File: src/cwfc_params.svh
`ifndef CWFC_PARAMS_SVH
`define CWFC_PARAMS_SVH

// Register indexes; byte address is four times the index
`define CWFC_IDX_CTRL        6'h20
`define CWFC_IDX_BIT_TIME    6'h21
`define CWFC_IDX_SAMPLE      6'h22
`define CWFC_IDX_ID3         6'h23
`define CWFC_IDX_ID2         6'h24
`define CWFC_IDX_ID1         6'h25
`define CWFC_IDX_ID0         6'h26
`define CWFC_IDX_CMP3        6'h27
`define CWFC_IDX_CMP2        6'h28
`define CWFC_IDX_CMP1        6'h29
`define CWFC_IDX_CMP0        6'h2A

// Reset values
`define CWFC_RST_BIT_TIME    8'hA0
`define CWFC_RST_SAMPLE      8'h33
`define CWFC_RST_ZERO        8'h00

// Field positions
`define CWFC_FRAC_MSB        5
`define CWFC_TAIL_MSB        6
`define CWFC_TAIL_LSB        2
`define CWFC_RTR_BIT         1
`define CWFC_IDE_BIT         0
`define CWFC_VALID_BIT       0

// Identifier layout
`define CWFC_STD_MASK        29'h1FFC0000
`define CWFC_EXT_MASK        29'h1FFFFFFF

`endif

File: src/cwfc_pkg.sv
package cwfc_pkg;

  // AXI response codes used by this slave
  typedef enum logic [1:0] {
    CWFC_RESP_OKAY   = 2'b00,
    CWFC_RESP_SLVERR = 2'b10
  } cwfc_resp_t;

  // Word index taken from a byte address
  typedef logic [5:0] cwfc_idx_t;

endpackage
File: src/cwfc_config.sv
// What this block does
// - Eight-bit count of time quanta per nominal bit, used for sampling.
// - Six-bit sample point, a binary fraction of the bit time below one.
// - Unused bits in timing and identifier registers ignore writes, read zero.
// - 29-bit wake identifier spans three full bytes plus bits 6..2 of last.
// - Standard identifiers sit in identifier bits 28 down to 18.
// - Bit 1 of lowest identifier register holds expected RTR value.
// - Bit 0 of lowest identifier register holds expected IDE value.
// - Compare-select one compares that identifier bit; zero ignores it.
// - First compare-select register covers identifier bits 28..21 in order.
// - Sample point loads 0x33 on reset and again on restart.
// - Identifier and compare-select registers clear on reset and again on restart.
// - Wake enabled only with valid flag; cleared on wake, reset, config change.
//
// The AXI4-Lite slave port was decided locally.
`timescale 1ns/100ps
`include "cwfc_params.svh"

module cwfc_config #(
  parameter int ADDR_W = 8
) (
  input  wire logic                 aclk,
  input  wire logic                 aresetn,
  input  wire logic                 soft_reset,
  // AXI4-Lite slave
  input  wire logic [ADDR_W-1:0]    s_axi_awaddr,
  input  wire logic                 s_axi_awvalid,
  output logic                      s_axi_awready,
  input  wire logic [31:0]          s_axi_wdata,
  input  wire logic [3:0]           s_axi_wstrb,
  input  wire logic                 s_axi_wvalid,
  output logic                      s_axi_wready,
  output cwfc_pkg::cwfc_resp_t      s_axi_bresp,
  output logic                      s_axi_bvalid,
  input  wire logic                 s_axi_bready,
  input  wire logic [ADDR_W-1:0]    s_axi_araddr,
  input  wire logic                 s_axi_arvalid,
  output logic                      s_axi_arready,
  output logic [31:0]               s_axi_rdata,
  output cwfc_pkg::cwfc_resp_t      s_axi_rresp,
  output logic                      s_axi_rvalid,
  input  wire logic                 s_axi_rready,
  // Frame decoder side
  input  wire logic                 rx_frame_valid,
  input  wire logic [28:0]          rx_frame_id,
  input  wire logic                 rx_frame_ide,
  input  wire logic                 wake_event,
  // Configuration towards the bit sampler, then the match and wake outputs
  output logic [7:0]                bit_time_quanta,
  output logic [7:0]                sample_point_quanta,
  output logic [5:0]                sample_point_fraction,
  output logic                      selective_wake_enable,
  output logic                      expected_rtr,
  output logic                      id_match,
  output logic                      wake_up_frame
);
  import cwfc_pkg::*;

  ////////////////////////////////////////////////////////////////////////
  // Register state

  logic [7:0]  bit_time_q;
  logic [5:0]  sample_q;
  logic [7:0]  id_high_q;
  logic [7:0]  id_mid_q;
  logic [7:0]  id_low_q;
  logic [4:0]  id_tail_q;
  logic        rtr_q;
  logic        ide_q;
  logic [7:0]  cmp3_q;
  logic [7:0]  cmp2_q;
  logic [7:0]  cmp1_q;
  logic [4:0]  cmp0_q;
  logic        valid_q;
  logic        valid_d;

  // Bus handshake state
  logic              awready_q;
  logic              wready_q;
  logic              aw_have_q;
  logic              w_have_q;
  logic [ADDR_W-1:0] aw_addr_q;
  logic [7:0]        w_byte_q;
  logic              w_lane_q;
  logic              bvalid_q;
  cwfc_resp_t        bresp_q;
  logic              arready_q;
  logic              rvalid_q;
  logic [31:0]       rdata_q;
  cwfc_resp_t        rresp_q;

  // Outputs towards the sampler and wake logic
  logic [7:0]  sample_quanta_q;
  logic        match_q;
  logic        wake_q;

  ////////////////////////////////////////////////////////////////////////
  // Write channel: address and data are taken independently

  wire aw_take  = s_axi_awvalid & awready_q;
  wire w_take   = s_axi_wvalid & wready_q;
  wire wr_fire  = aw_have_q & w_have_q & ~bvalid_q;
  wire b_done   = bvalid_q & s_axi_bready;

  // Write decode, only the low byte lane reaches the 8-bit registers
  wire cwfc_idx_t wr_idx   = aw_addr_q[7:2];
  wire            wr_en    = wr_fire & w_lane_q;
  wire            wr_ctrl  = (wr_idx == `CWFC_IDX_CTRL);
  wire            wr_btl   = (wr_idx == `CWFC_IDX_BIT_TIME);
  wire            wr_frac  = (wr_idx == `CWFC_IDX_SAMPLE);
  wire            wr_id3   = (wr_idx == `CWFC_IDX_ID3);
  wire            wr_id2   = (wr_idx == `CWFC_IDX_ID2);
  wire            wr_id1   = (wr_idx == `CWFC_IDX_ID1);
  wire            wr_id0   = (wr_idx == `CWFC_IDX_ID0);
  wire            wr_cmp3  = (wr_idx == `CWFC_IDX_CMP3);
  wire            wr_cmp2  = (wr_idx == `CWFC_IDX_CMP2);
  wire            wr_cmp1  = (wr_idx == `CWFC_IDX_CMP1);
  wire            wr_cmp0  = (wr_idx == `CWFC_IDX_CMP0);
  wire            wr_cfg   = wr_btl | wr_frac | wr_id3 | wr_id2 | wr_id1 | wr_id0 |
                             wr_cmp3 | wr_cmp2 | wr_cmp1 | wr_cmp0;
  wire            wr_hit   = wr_ctrl | wr_cfg;
  wire            cfg_chg  = wr_en & wr_cfg;

  // Both resets load the same values; restart reloads every register that uses clr
  wire clr = ~aresetn | soft_reset;

  // Address capture
  always_ff @(posedge aclk) begin
    if (!aresetn) begin
      awready_q <= 1'b1;
      aw_have_q <= 1'b0;
      aw_addr_q <= '0;
    end else if (aw_take) begin
      awready_q <= 1'b0;
      aw_have_q <= 1'b1;
      aw_addr_q <= s_axi_awaddr;
    end else if (wr_fire) begin
      awready_q <= 1'b1;
      aw_have_q <= 1'b0;
    end
  end

  // Data capture; only the low byte matters to any register
  always_ff @(posedge aclk) begin
    if (!aresetn) begin
      wready_q <= 1'b1;
      w_have_q <= 1'b0;
      w_byte_q <= 8'h00;
      w_lane_q <= 1'b0;
    end else if (w_take) begin
      wready_q <= 1'b0;
      w_have_q <= 1'b1;
      w_byte_q <= s_axi_wdata[7:0];
      w_lane_q <= s_axi_wstrb[0];
    end else if (wr_fire) begin
      wready_q <= 1'b1;
      w_have_q <= 1'b0;
    end
  end

  // Write response; unmapped words answer with an error and store nothing
  always_ff @(posedge aclk) begin
    if (!aresetn) begin
      bvalid_q <= 1'b0;
      bresp_q  <= CWFC_RESP_OKAY;
    end else if (wr_fire) begin
      bvalid_q <= 1'b1;
      bresp_q  <= wr_hit ? CWFC_RESP_OKAY : CWFC_RESP_SLVERR;
    end else if (b_done) begin
      bvalid_q <= 1'b0;
    end
  end

  ////////////////////////////////////////////////////////////////////////
  // Configuration registers

  // Bit timing; reserved top bits of the sample register are never stored
  always_ff @(posedge aclk) begin
    if (clr) begin
      bit_time_q <= `CWFC_RST_BIT_TIME;
      sample_q   <= 6'(`CWFC_RST_SAMPLE);
    end else begin
      if (wr_en & wr_btl)
        bit_time_q <= w_byte_q;
      if (wr_en & wr_frac)
        sample_q <= w_byte_q[`CWFC_FRAC_MSB:0];
    end
  end

  // Expected identifier and frame format bits
  always_ff @(posedge aclk) begin
    if (clr) begin
      id_high_q <= `CWFC_RST_ZERO;
      id_mid_q  <= `CWFC_RST_ZERO;
      id_low_q  <= `CWFC_RST_ZERO;
      id_tail_q <= 5'h00;
      rtr_q     <= 1'b0;
      ide_q     <= 1'b0;
    end else begin
      if (wr_en & wr_id3)
        id_high_q <= w_byte_q;
      if (wr_en & wr_id2)
        id_mid_q <= w_byte_q;
      if (wr_en & wr_id1)
        id_low_q <= w_byte_q;
      if (wr_en & wr_id0) begin
        id_tail_q <= w_byte_q[`CWFC_TAIL_MSB:`CWFC_TAIL_LSB];
        rtr_q     <= w_byte_q[`CWFC_RTR_BIT];
        ide_q     <= w_byte_q[`CWFC_IDE_BIT];
      end
    end
  end

  // Compare-select bytes, same bit order as the identifier bytes
  always_ff @(posedge aclk) begin
    if (clr) begin
      cmp3_q <= `CWFC_RST_ZERO;
      cmp2_q <= `CWFC_RST_ZERO;
      cmp1_q <= `CWFC_RST_ZERO;
      cmp0_q <= 5'h00;
    end else begin
      if (wr_en & wr_cmp3)
        cmp3_q <= w_byte_q;
      if (wr_en & wr_cmp2)
        cmp2_q <= w_byte_q;
      if (wr_en & wr_cmp1)
        cmp1_q <= w_byte_q;
      if (wr_en & wr_cmp0)
        cmp0_q <= w_byte_q[`CWFC_TAIL_MSB:`CWFC_TAIL_LSB];
    end
  end

  ////////////////////////////////////////////////////////////////////////
  // Configuration-valid flag
  // Hardware clears win over a host set in the same cycle: a stale
  // configuration must never be armed by a racing write.

  always_comb begin
    valid_d = valid_q;
    if (wr_en & wr_ctrl)
      valid_d = w_byte_q[`CWFC_VALID_BIT];
    if (cfg_chg | wake_event | wake_q)
      valid_d = 1'b0;
  end

  always_ff @(posedge aclk) begin
    if (clr)
      valid_q <= 1'b0;
    else
      valid_q <= valid_d;
  end

  ////////////////////////////////////////////////////////////////////////
  // Read channel; one read in flight, answer the cycle after arrival

  wire            ar_take = s_axi_arvalid & arready_q;
  wire cwfc_idx_t rd_idx  = s_axi_araddr[7:2];

  // Read decode; reserved bits come back as zero
  wire        rd_ctrl = (rd_idx == `CWFC_IDX_CTRL);
  wire        rd_btl  = (rd_idx == `CWFC_IDX_BIT_TIME);
  wire        rd_frac = (rd_idx == `CWFC_IDX_SAMPLE);
  wire        rd_id3  = (rd_idx == `CWFC_IDX_ID3);
  wire        rd_id2  = (rd_idx == `CWFC_IDX_ID2);
  wire        rd_id1  = (rd_idx == `CWFC_IDX_ID1);
  wire        rd_id0  = (rd_idx == `CWFC_IDX_ID0);
  wire        rd_cmp3 = (rd_idx == `CWFC_IDX_CMP3);
  wire        rd_cmp2 = (rd_idx == `CWFC_IDX_CMP2);
  wire        rd_cmp1 = (rd_idx == `CWFC_IDX_CMP1);
  wire        rd_cmp0 = (rd_idx == `CWFC_IDX_CMP0);
  wire        rd_hit  = rd_ctrl | rd_btl | rd_frac | rd_id3 | rd_id2 | rd_id1 |
                        rd_id0 | rd_cmp3 | rd_cmp2 | rd_cmp1 | rd_cmp0;
  wire [7:0]  rd_byte = ({8{rd_ctrl}} & {7'h00, valid_q}) |
                        ({8{rd_btl}}  & bit_time_q) |
                        ({8{rd_frac}} & {2'b00, sample_q}) |
                        ({8{rd_id3}}  & id_high_q) |
                        ({8{rd_id2}}  & id_mid_q) |
                        ({8{rd_id1}}  & id_low_q) |
                        ({8{rd_id0}}  & {1'b0, id_tail_q, rtr_q, ide_q}) |
                        ({8{rd_cmp3}} & cmp3_q) |
                        ({8{rd_cmp2}} & cmp2_q) |
                        ({8{rd_cmp1}} & cmp1_q) |
                        ({8{rd_cmp0}} & {1'b0, cmp0_q, 2'b00});

  always_ff @(posedge aclk) begin
    if (!aresetn) begin
      arready_q <= 1'b1;
      rvalid_q  <= 1'b0;
      rdata_q   <= 32'h0000_0000;
      rresp_q   <= CWFC_RESP_OKAY;
    end else if (ar_take) begin
      arready_q <= 1'b0;
      rvalid_q  <= 1'b1;
      rdata_q   <= {24'h00_0000, rd_byte};
      rresp_q   <= rd_hit ? CWFC_RESP_OKAY : CWFC_RESP_SLVERR;
    end else if (rvalid_q & s_axi_rready) begin
      arready_q <= 1'b1;
      rvalid_q  <= 1'b0;
    end
  end

  ////////////////////////////////////////////////////////////////////////
  // Identifier compare

  // Assembled identifier and compare-select vectors, bit 28 on top
  wire [28:0] cfg_id   = {id_high_q, id_mid_q, id_low_q, id_tail_q};
  wire [28:0] cfg_sel  = {cmp3_q, cmp2_q, cmp1_q, cmp0_q};
  // Standard frames carry only bits 28..18; the extension part is not compared
  wire [28:0] fmt_sel  = ide_q ? `CWFC_EXT_MASK : `CWFC_STD_MASK;
  wire [28:0] diff     = (rx_frame_id ^ cfg_id) & cfg_sel & fmt_sel;
  wire        id_hit   = (diff == 29'h0000_0000) & (rx_frame_ide == ide_q);

  // Match and wake pulses, one cycle after the decoder's strobe
  always_ff @(posedge aclk) begin
    if (clr) begin
      match_q <= 1'b0;
      wake_q  <= 1'b0;
    end else begin
      match_q <= rx_frame_valid & id_hit;
      wake_q  <= rx_frame_valid & id_hit & valid_q;
    end
  end

  ////////////////////////////////////////////////////////////////////////
  // Sampling point in quanta
  // The fraction times the bit length, truncated; a registered product
  // keeps the multiplier off the sampler's timing path.

  wire [13:0] frac_prod = 14'(bit_time_q) * 14'(sample_q);

  always_ff @(posedge aclk) begin
    if (clr)
      sample_quanta_q <= 8'h00;
    else
      sample_quanta_q <= frac_prod[13:6];
  end

  ////////////////////////////////////////////////////////////////////////
  // Outputs

  assign s_axi_awready         = awready_q;
  assign s_axi_wready          = wready_q;
  assign s_axi_bvalid          = bvalid_q;
  assign s_axi_bresp           = bresp_q;
  assign s_axi_arready         = arready_q;
  assign s_axi_rvalid          = rvalid_q;
  assign s_axi_rdata           = rdata_q;
  assign s_axi_rresp           = rresp_q;
  assign bit_time_quanta       = bit_time_q;
  assign sample_point_quanta   = sample_quanta_q;
  assign sample_point_fraction = sample_q;
  assign selective_wake_enable = valid_q;
  assign expected_rtr          = rtr_q;
  assign id_match              = match_q;
  assign wake_up_frame         = wake_q;

endmodule // cwfc_config

File: config.mk
export PLATFORM = sky130hd
export DESIGN_NAME = cwfc_config
export DESIGN_NICKNAME = d
export VERILOG_FILES = /design/src/cwfc_pkg.sv /design/src/cwfc_config.sv
export VERILOG_INCLUDE_DIRS = /design/src
export SDC_FILE = /design/constraint.sdc
export NUM_CORES = 1
export LEC_CHECK = 0
export BUFFER_PORTS_ARGS = -buffer_cell sky130_fd_sc_hd__buf_2
export CAP_MARGIN = 25
export CELL_PAD_IN_SITES_DETAIL_PLACEMENT = 1
export CELL_PAD_IN_SITES_GLOBAL_PLACEMENT = 1
export CORE_ASPECT_RATIO = 1.75
export CORE_UTILIZATION = 27
export DETAILED_ROUTE_END_ITERATION = 8
export PLACE_DENSITY = 0.65
export SYNTH_ARGS = -nofsm -noshare
export SYNTH_HDL_FRONTEND = slang
export SYNTH_SLANG_ARGS = --single-unit
export TNS_END_PERCENT = 30
File: constraint.sdc
create_clock -name aclk -period 4.71 [get_ports aclk]
set_input_delay 0.2355 -clock aclk [delete_from_list [all_inputs] [get_ports aclk]]
set_output_delay 0.2355 -clock aclk [all_outputs]
set_load 0.1 [all_outputs]
# --- Word-level counts from Yosys, hierarchy flattened ---
# Cells that the tools add are included.
# W data, S select, Z words.
totals:
  register_bits: 121
  inputBits: 92
  out_inout_bits: 67
  elab_cells: 146
classes:
  n_mul: 1
  eq_ne: 23
  n_mux: 15
  bitwise_logic: 72
  n_reduce_logical: 6
ops:
  columns: ["op", "count"]
  rows:
  - ["$eq A6 B6 Y1 const B", 22]
  - ["$or A8 B8 Y8", 10]
  - ["$and A29 B29 Y29", 2]
  - ["$and A8 B8 Y8", 7]
  - ["$logic_not A29 Y1", 1]
  - ["$xor A29 B29 Y29", 1]
  - ["$and A1 B1 Y1", 23]
  - ["$or A1 B1 Y1", 23]
  - ["$mux W18", 1]
  - ["$and A8 B7 Y8", 2]
  - ["$mul A8 B6 Y14", 1]
  - ["$mux W1", 12]
  - ["$and A8 B1 Y8", 1]
  - ["$and A8 B6 Y8", 1]
  - ["$reduce_bool A2 Y1", 4]
  - ["$mux W2", 2]
  - ["$not A1 Y1", 2]
  - ["$reduce_or A2 Y1", 1]
  - ["$eq A1 B1 Y1", 1]

# --- Logic depth before layout (Yosys ltp) ---
logic_depth:
  ltp_word: 14
  ltp_mapped: 14
  depth_no_buf: 13

# --- Worst setup path after synthesis ---
# Ideal clock, no wire load.
synth_timing:
  kind: "reg2reg"
  startpoint: "register sample_q[1] (netlist: sample_point_fraction[1])"
  endpoint: "register sample_quanta_q[6] (netlist: sample_point_quanta[6])"
  setup_time_ns: 0.072
  arrival_time_ns: 4.175
  required_time_ns: 4.638
  slack_ns: 0.463
  stages_incl_launch_ff: 14
  path_buffers: 1
  period_less_slack_ns: 4.247
  cell_sequence: "dfxtp_1 -> buf_2 -> and2_1 -> fa_1 -> fa_1 -> inv_1 -> fa_1 -> inv_1 -> ha_1 -> nand2_1 -> nor3_1 -> o21ai_0 -> a21oi_1 -> mux2i_1"
synth_via:
  elab_chain_len: 1
synth_rtl:
  columns: ["element", "line", "source"]
  rows:
  - ["from (decl)", "cwfc_config.sv:63", "logic [5:0] sample_q;"]
  - ["from (signal assigned)", "cwfc_config.sv:181", "sample_q <= 6'(`CWFC_RST_SAMPLE);"]
  - ["from (signal assigned)", "cwfc_config.sv:186", "sample_q <= w_byte_q[`CWFC_FRAC_MSB:0];"]
  - ["$mul A8 B6 Y14", "cwfc_config.sv:329", "wire [13:0] frac_prod = 14'(bit_time_q) * 14'(sample_q);"]
  - ["to (signal assigned)", "cwfc_config.sv:335", "sample_quanta_q <= frac_prod[13:6];"]
  - ["to (decl)", "cwfc_config.sv:93", "logic [7:0] sample_quanta_q;"]
# Every way passes these cells.
# A chain may end at the register's enable or synchronous reset.

# --- Worst setup path after layout ---
layout_timing:
  startpoint: "register sample_q[2] (netlist: sample_point_fraction[2])"
  endpoint: "register sample_quanta_q[7] (netlist: sample_point_quanta[7])"
# The elaborated chain is that of the path after synthesis.

==> summary.md <==
| Metric | Value |
|---|---|
| Final antenna-violating net count | `0` |
| Tot Pwr | `2.743 mW` |
| Crit path DAT | `approximately 4.3 ns` |
| Worst-path fanout max | `11` |
| Clk Latency, worst-skew pair | `approximately 0.43 ns` |
| Residual DRC | `0` |
| Antenna violations before repair | `0` |
| FF/Latch Area | `2342 µm²` |
| Multi-input logic area | `4095 µm²` |
| Register area share after synthesis | `34.14%` |
| Post-CTS Setup Inserts | `0` |
| Kind of critical path | `reg -> reg` |
| CTS tree | `yes` |
| Initial DRC Count | `roughly 250` |
| Initial Util | `27.64%` |
| Routability Congestion | `0.8908` |
| Psw | `774.9 µW` |
| Antenna cells | `0` |
| DIE AREA | `around 26000 µm²` |
| Outcome | `complete, no violations` |
| Req. time, crit path | `5.07 ns` |
| IO Pins | `159` |
| Fraction of registers with async set or reset after synthesis | `0%` |
| Clock transition at path regs | `0.06 ns` |
| Total negative slack | `0 ns` |
| Vias in the first global route | `6334` |
| Pin count of the biggest net entering global routing | `71` |
| Gate power share | `12.2%` |
| Drt pass-1 iters | `5` |
| Hold Vio Cnt, Final | `0` |
| Total clock sinks | `between 100 and 150` |
| Finished Layout Cells | `between 1000 and 1500` |
| Die Y | `212.9 µm` |
| DRT Wirelength | `23.32 mm` |
| Final period util | `between 80% and 90%` |
| Avg Cell Area, Syn | `8.818 µm²` |
| Pin slew with the least headroom to its limit | `0.9452 ns` |
| Count of final setup violators | `0` |
| YS warnings | `0` |
| Final critical-path required period | `3.980 ns` |
| Sw Share | `28.25%` |
| Clock root buffer | `clkbuf_16` |
| Yosys reg bits | `117` |
| Worst min-delay path category | `in -> reg` |
| Area Overhead vs Synth | `18.71%` |
| Max IR drop VDD | `0.2456 mV` |
| Setup crit start kind | `flip-flop` |
| Global-route wire length before repair | `between 30 and 40 mm` |
| Filler cells | `2928` |
| Power per cell area | `336.8 nW/µm²` |
| Gate Count Post-Synth | `778` |
| DPL Wire Length | `17.91 mm` |
| Nets@finish | `996` |
| FP Rows | `76` |
| All-layer global routing usage | `between 10% and 20%` |
| Grt ovf | `0` |
| Share of cells above drive strength 1 | `17.78%` |
| Relative slew slack | `36.86%` |
| Vias post-DR | `between 5000 and 6000` |
| TritonCTS buffer count | `17` |
| Clock power share | `49.5%` |
| Maximum buffer depth of the clock tree | `2` |
| Leak | `~3.5 nW` |
| Max cap viols | `0` |
| RSZ-0062 raised after global routing | `false` |
| Chip width | `122.5 µm` |
| Layout Skew | `roughly 0.0085 ns` |
| H-tree levels | `4` |
| Placed cells | `1152` |
| Sequential power share | `38.3%` |
| Top FF cell, synth | `dfxtp_1` |
| Internal Power | `1.968 mW` |
| Cell variety after synth | `55` |
| Post-synth EDFFs | `0` |
| Fmax | `0.2513 GHz` |
| Syn Std Cell Area | `6860 µm²` |
| Core Region | `24820 µm²` |
| Crit. End Element | `flip-flop` |
| Via/cell ratio | `5.000` |
| Slew Limit Fails | `0` |
| Drt wl/cell | `between 15 and 20 µm` |
| I/O Buffers | `101` |
==> per-stage QoR <==
step | instance area, µm² | worst slack [ns] | hold slack, ns | utilization [%]
finish | 8144 | 0.7300 | 0.06133 | 32.81
global route | 8144 | 0.3748 | 0.07196 | 32.81
CTS | 8137 | 0.6334 | 0.04311 | 32.78
detailed placement | 7510 | 0.6671 | 0.4306 | 30.26
global placement | 7510 | 0.7238 | 0.4293 | 30.26
floorplan | 6954 | 0.4632 | 0.3153 | -
==> synthesized netlist by cell type (all sizes together) (4+ instances only) <==
master,instances,area (µm²)
o21ai,37,185.2
buf,39,264.0
nor2b,8,50.05
nor3,11,66.32
dfxtp,117,2342
xor2,30,262.8
mux2i,61,610.6
inv,39,146.4
a221oi,7,61.31
nand2b,6,37.54
a21boi,17,127.6
a22o,8,70.07
nand4,4,25.02
and2,30,187.7
nor3b,5,42.54
nand2,100,377.9
nor2,51,193.9
a22oi,10,75.07
mux2,4,45.04
fa,24,480.5
nand3,30,150.1
ha,19,237.7
clkbuf,29,108.9
a222oi,7,70.07
a21oi,47,235.2
==> cell type report <==
| cell class | instances | area share, % |
|---|---|---|
| tap | 312 | 4.793 |
| clock buffer | 22 | 6.069 |
| timing repair buffer | 107 | 6.791 |
| sequential | 117 | 28.76 |
| multi-input combinational | 579 | 50.28 |
| clock inverter | 8 | 1.506 |
| inverter | 39 | 1.798 |
==> power groups by stage <==
stage	clock network [mW]	logic (mW)	registers [mW]
4_1_cts	1.39	0.337	1.05
3_5_place_dp	0	0.336	1.07
3_3_place_gp	0	0.334	1.07
6_report	1.36	0.334	1.05
2_1_floorplan	0	0.199	1.14
5_1_grt	1.43	0.353	1.05
==> worst max-delay path, stage by stage, from the launching register on <==
cell and delay, ns:
dfxtp_1 0.59, and2_1 0.21, fa_1 0.45, fa_1 0.55, inv_1 0.05, fa_1 0.48
inv_1 0.04, ha_1 0.32, nand2_1 0.08, nor3_1 0.41, o21ai_0 0.23, a21oi_1 0.31
mux2i_1 0.20
==> cell families after synthesis <==
group / count (synthesis) / synth area share [%]
AOI/OAI and AO/OA: 147 / 13.75
xor gates and xnor gates: 33 / 4.213
adders and majority gates: 43 / 10.47
buffers and inverters: 107 / 7.569
DFF: 117 / 34.14
muxes: 68 / 10.60
other: 1 / 0.05466
and+or+nand+nor: 262 / 19.21
==> path summary, 6_finish.rpt <==
| kind | cells after the start | slack, ns | start | endpoint |
|---|---|---|---|---|
| hold / removal | 3 | 0.06 | s_axi_wdata[2] | w_byte_q[2]$_SDFFE_PN0P_ |
| hold reg to reg | 1 | 0.44 | wake_up_frame$_SDFF_PP0_ | selective_wake_enable$_SDFFE_PP0P_ |
| setup reg to reg | 12 | 0.73 | sample_point_fraction[2]$_SDFFE_PP0P_ | sample_point_quanta[7]$_SDFF_PP0_ |
| setup / recovery | 12 | 0.73 | sample_point_fraction[2]$_SDFFE_PP0P_ | sample_point_quanta[7]$_SDFF_PP0_ |
==> what timing repair did <==
action / in CTS / in global routing
gates resized for setup: 0 / 0
hold endpoints to repair: 1 / 0
hold buffers: 1 / 0
==> per-layer routing <==
layer / global-route usage [%] / part of all wire, % / up-vias
li1: - / - / 2787
met1: 18.87 / 37 / 2928
met2: 35.76 / 55 / 153
met3: 3.579 / 3.3 / 52
met4: 10.68 / 4.9 / 0
met5: 0 / 0 / -
==> registers in the layout (all words and copies together) (netlist names), 8 cells and up <==
signal               flops
bit_time_quanta          8
cmp1_q                   8
cmp2_q                   8
cmp3_q                   8
id_high_q                8
id_low_q                 8
id_mid_q                 8
s_axi_rdata              8
sample_point_quanta      8
w_byte_q                 8
==> cell usage in the layout (no fill, tap or decap), types with 3 or more instances in the layout <==
cell type     n
mux2i_1      61
a21oi_1      47
ha_1         19
clkinvlp_4    3
nand3_1      30
a31oi_1       3
nand4_1       4
a22o_1        8
nor2_1       50
nor3b_1       4
a222oi_1      7
mux2_2        4
nor2b_1       8
o21ai_0      37
a22oi_1      10
buf_2       101
fa_1         24
inv_1        39
dfxtp_1     117
clkbuf_8      5
bufinv_16     3
and2_1       30
clkbuf_16    17
xnor2_1       3
a221oi_1      7
nand2_1      99
buf_4         5
a21boi_0     17
and3_1        3
xor2_1       30
nand2b_1      5
nor3_1       10
conb_1       26
Power figures use the tool's default switching activity.
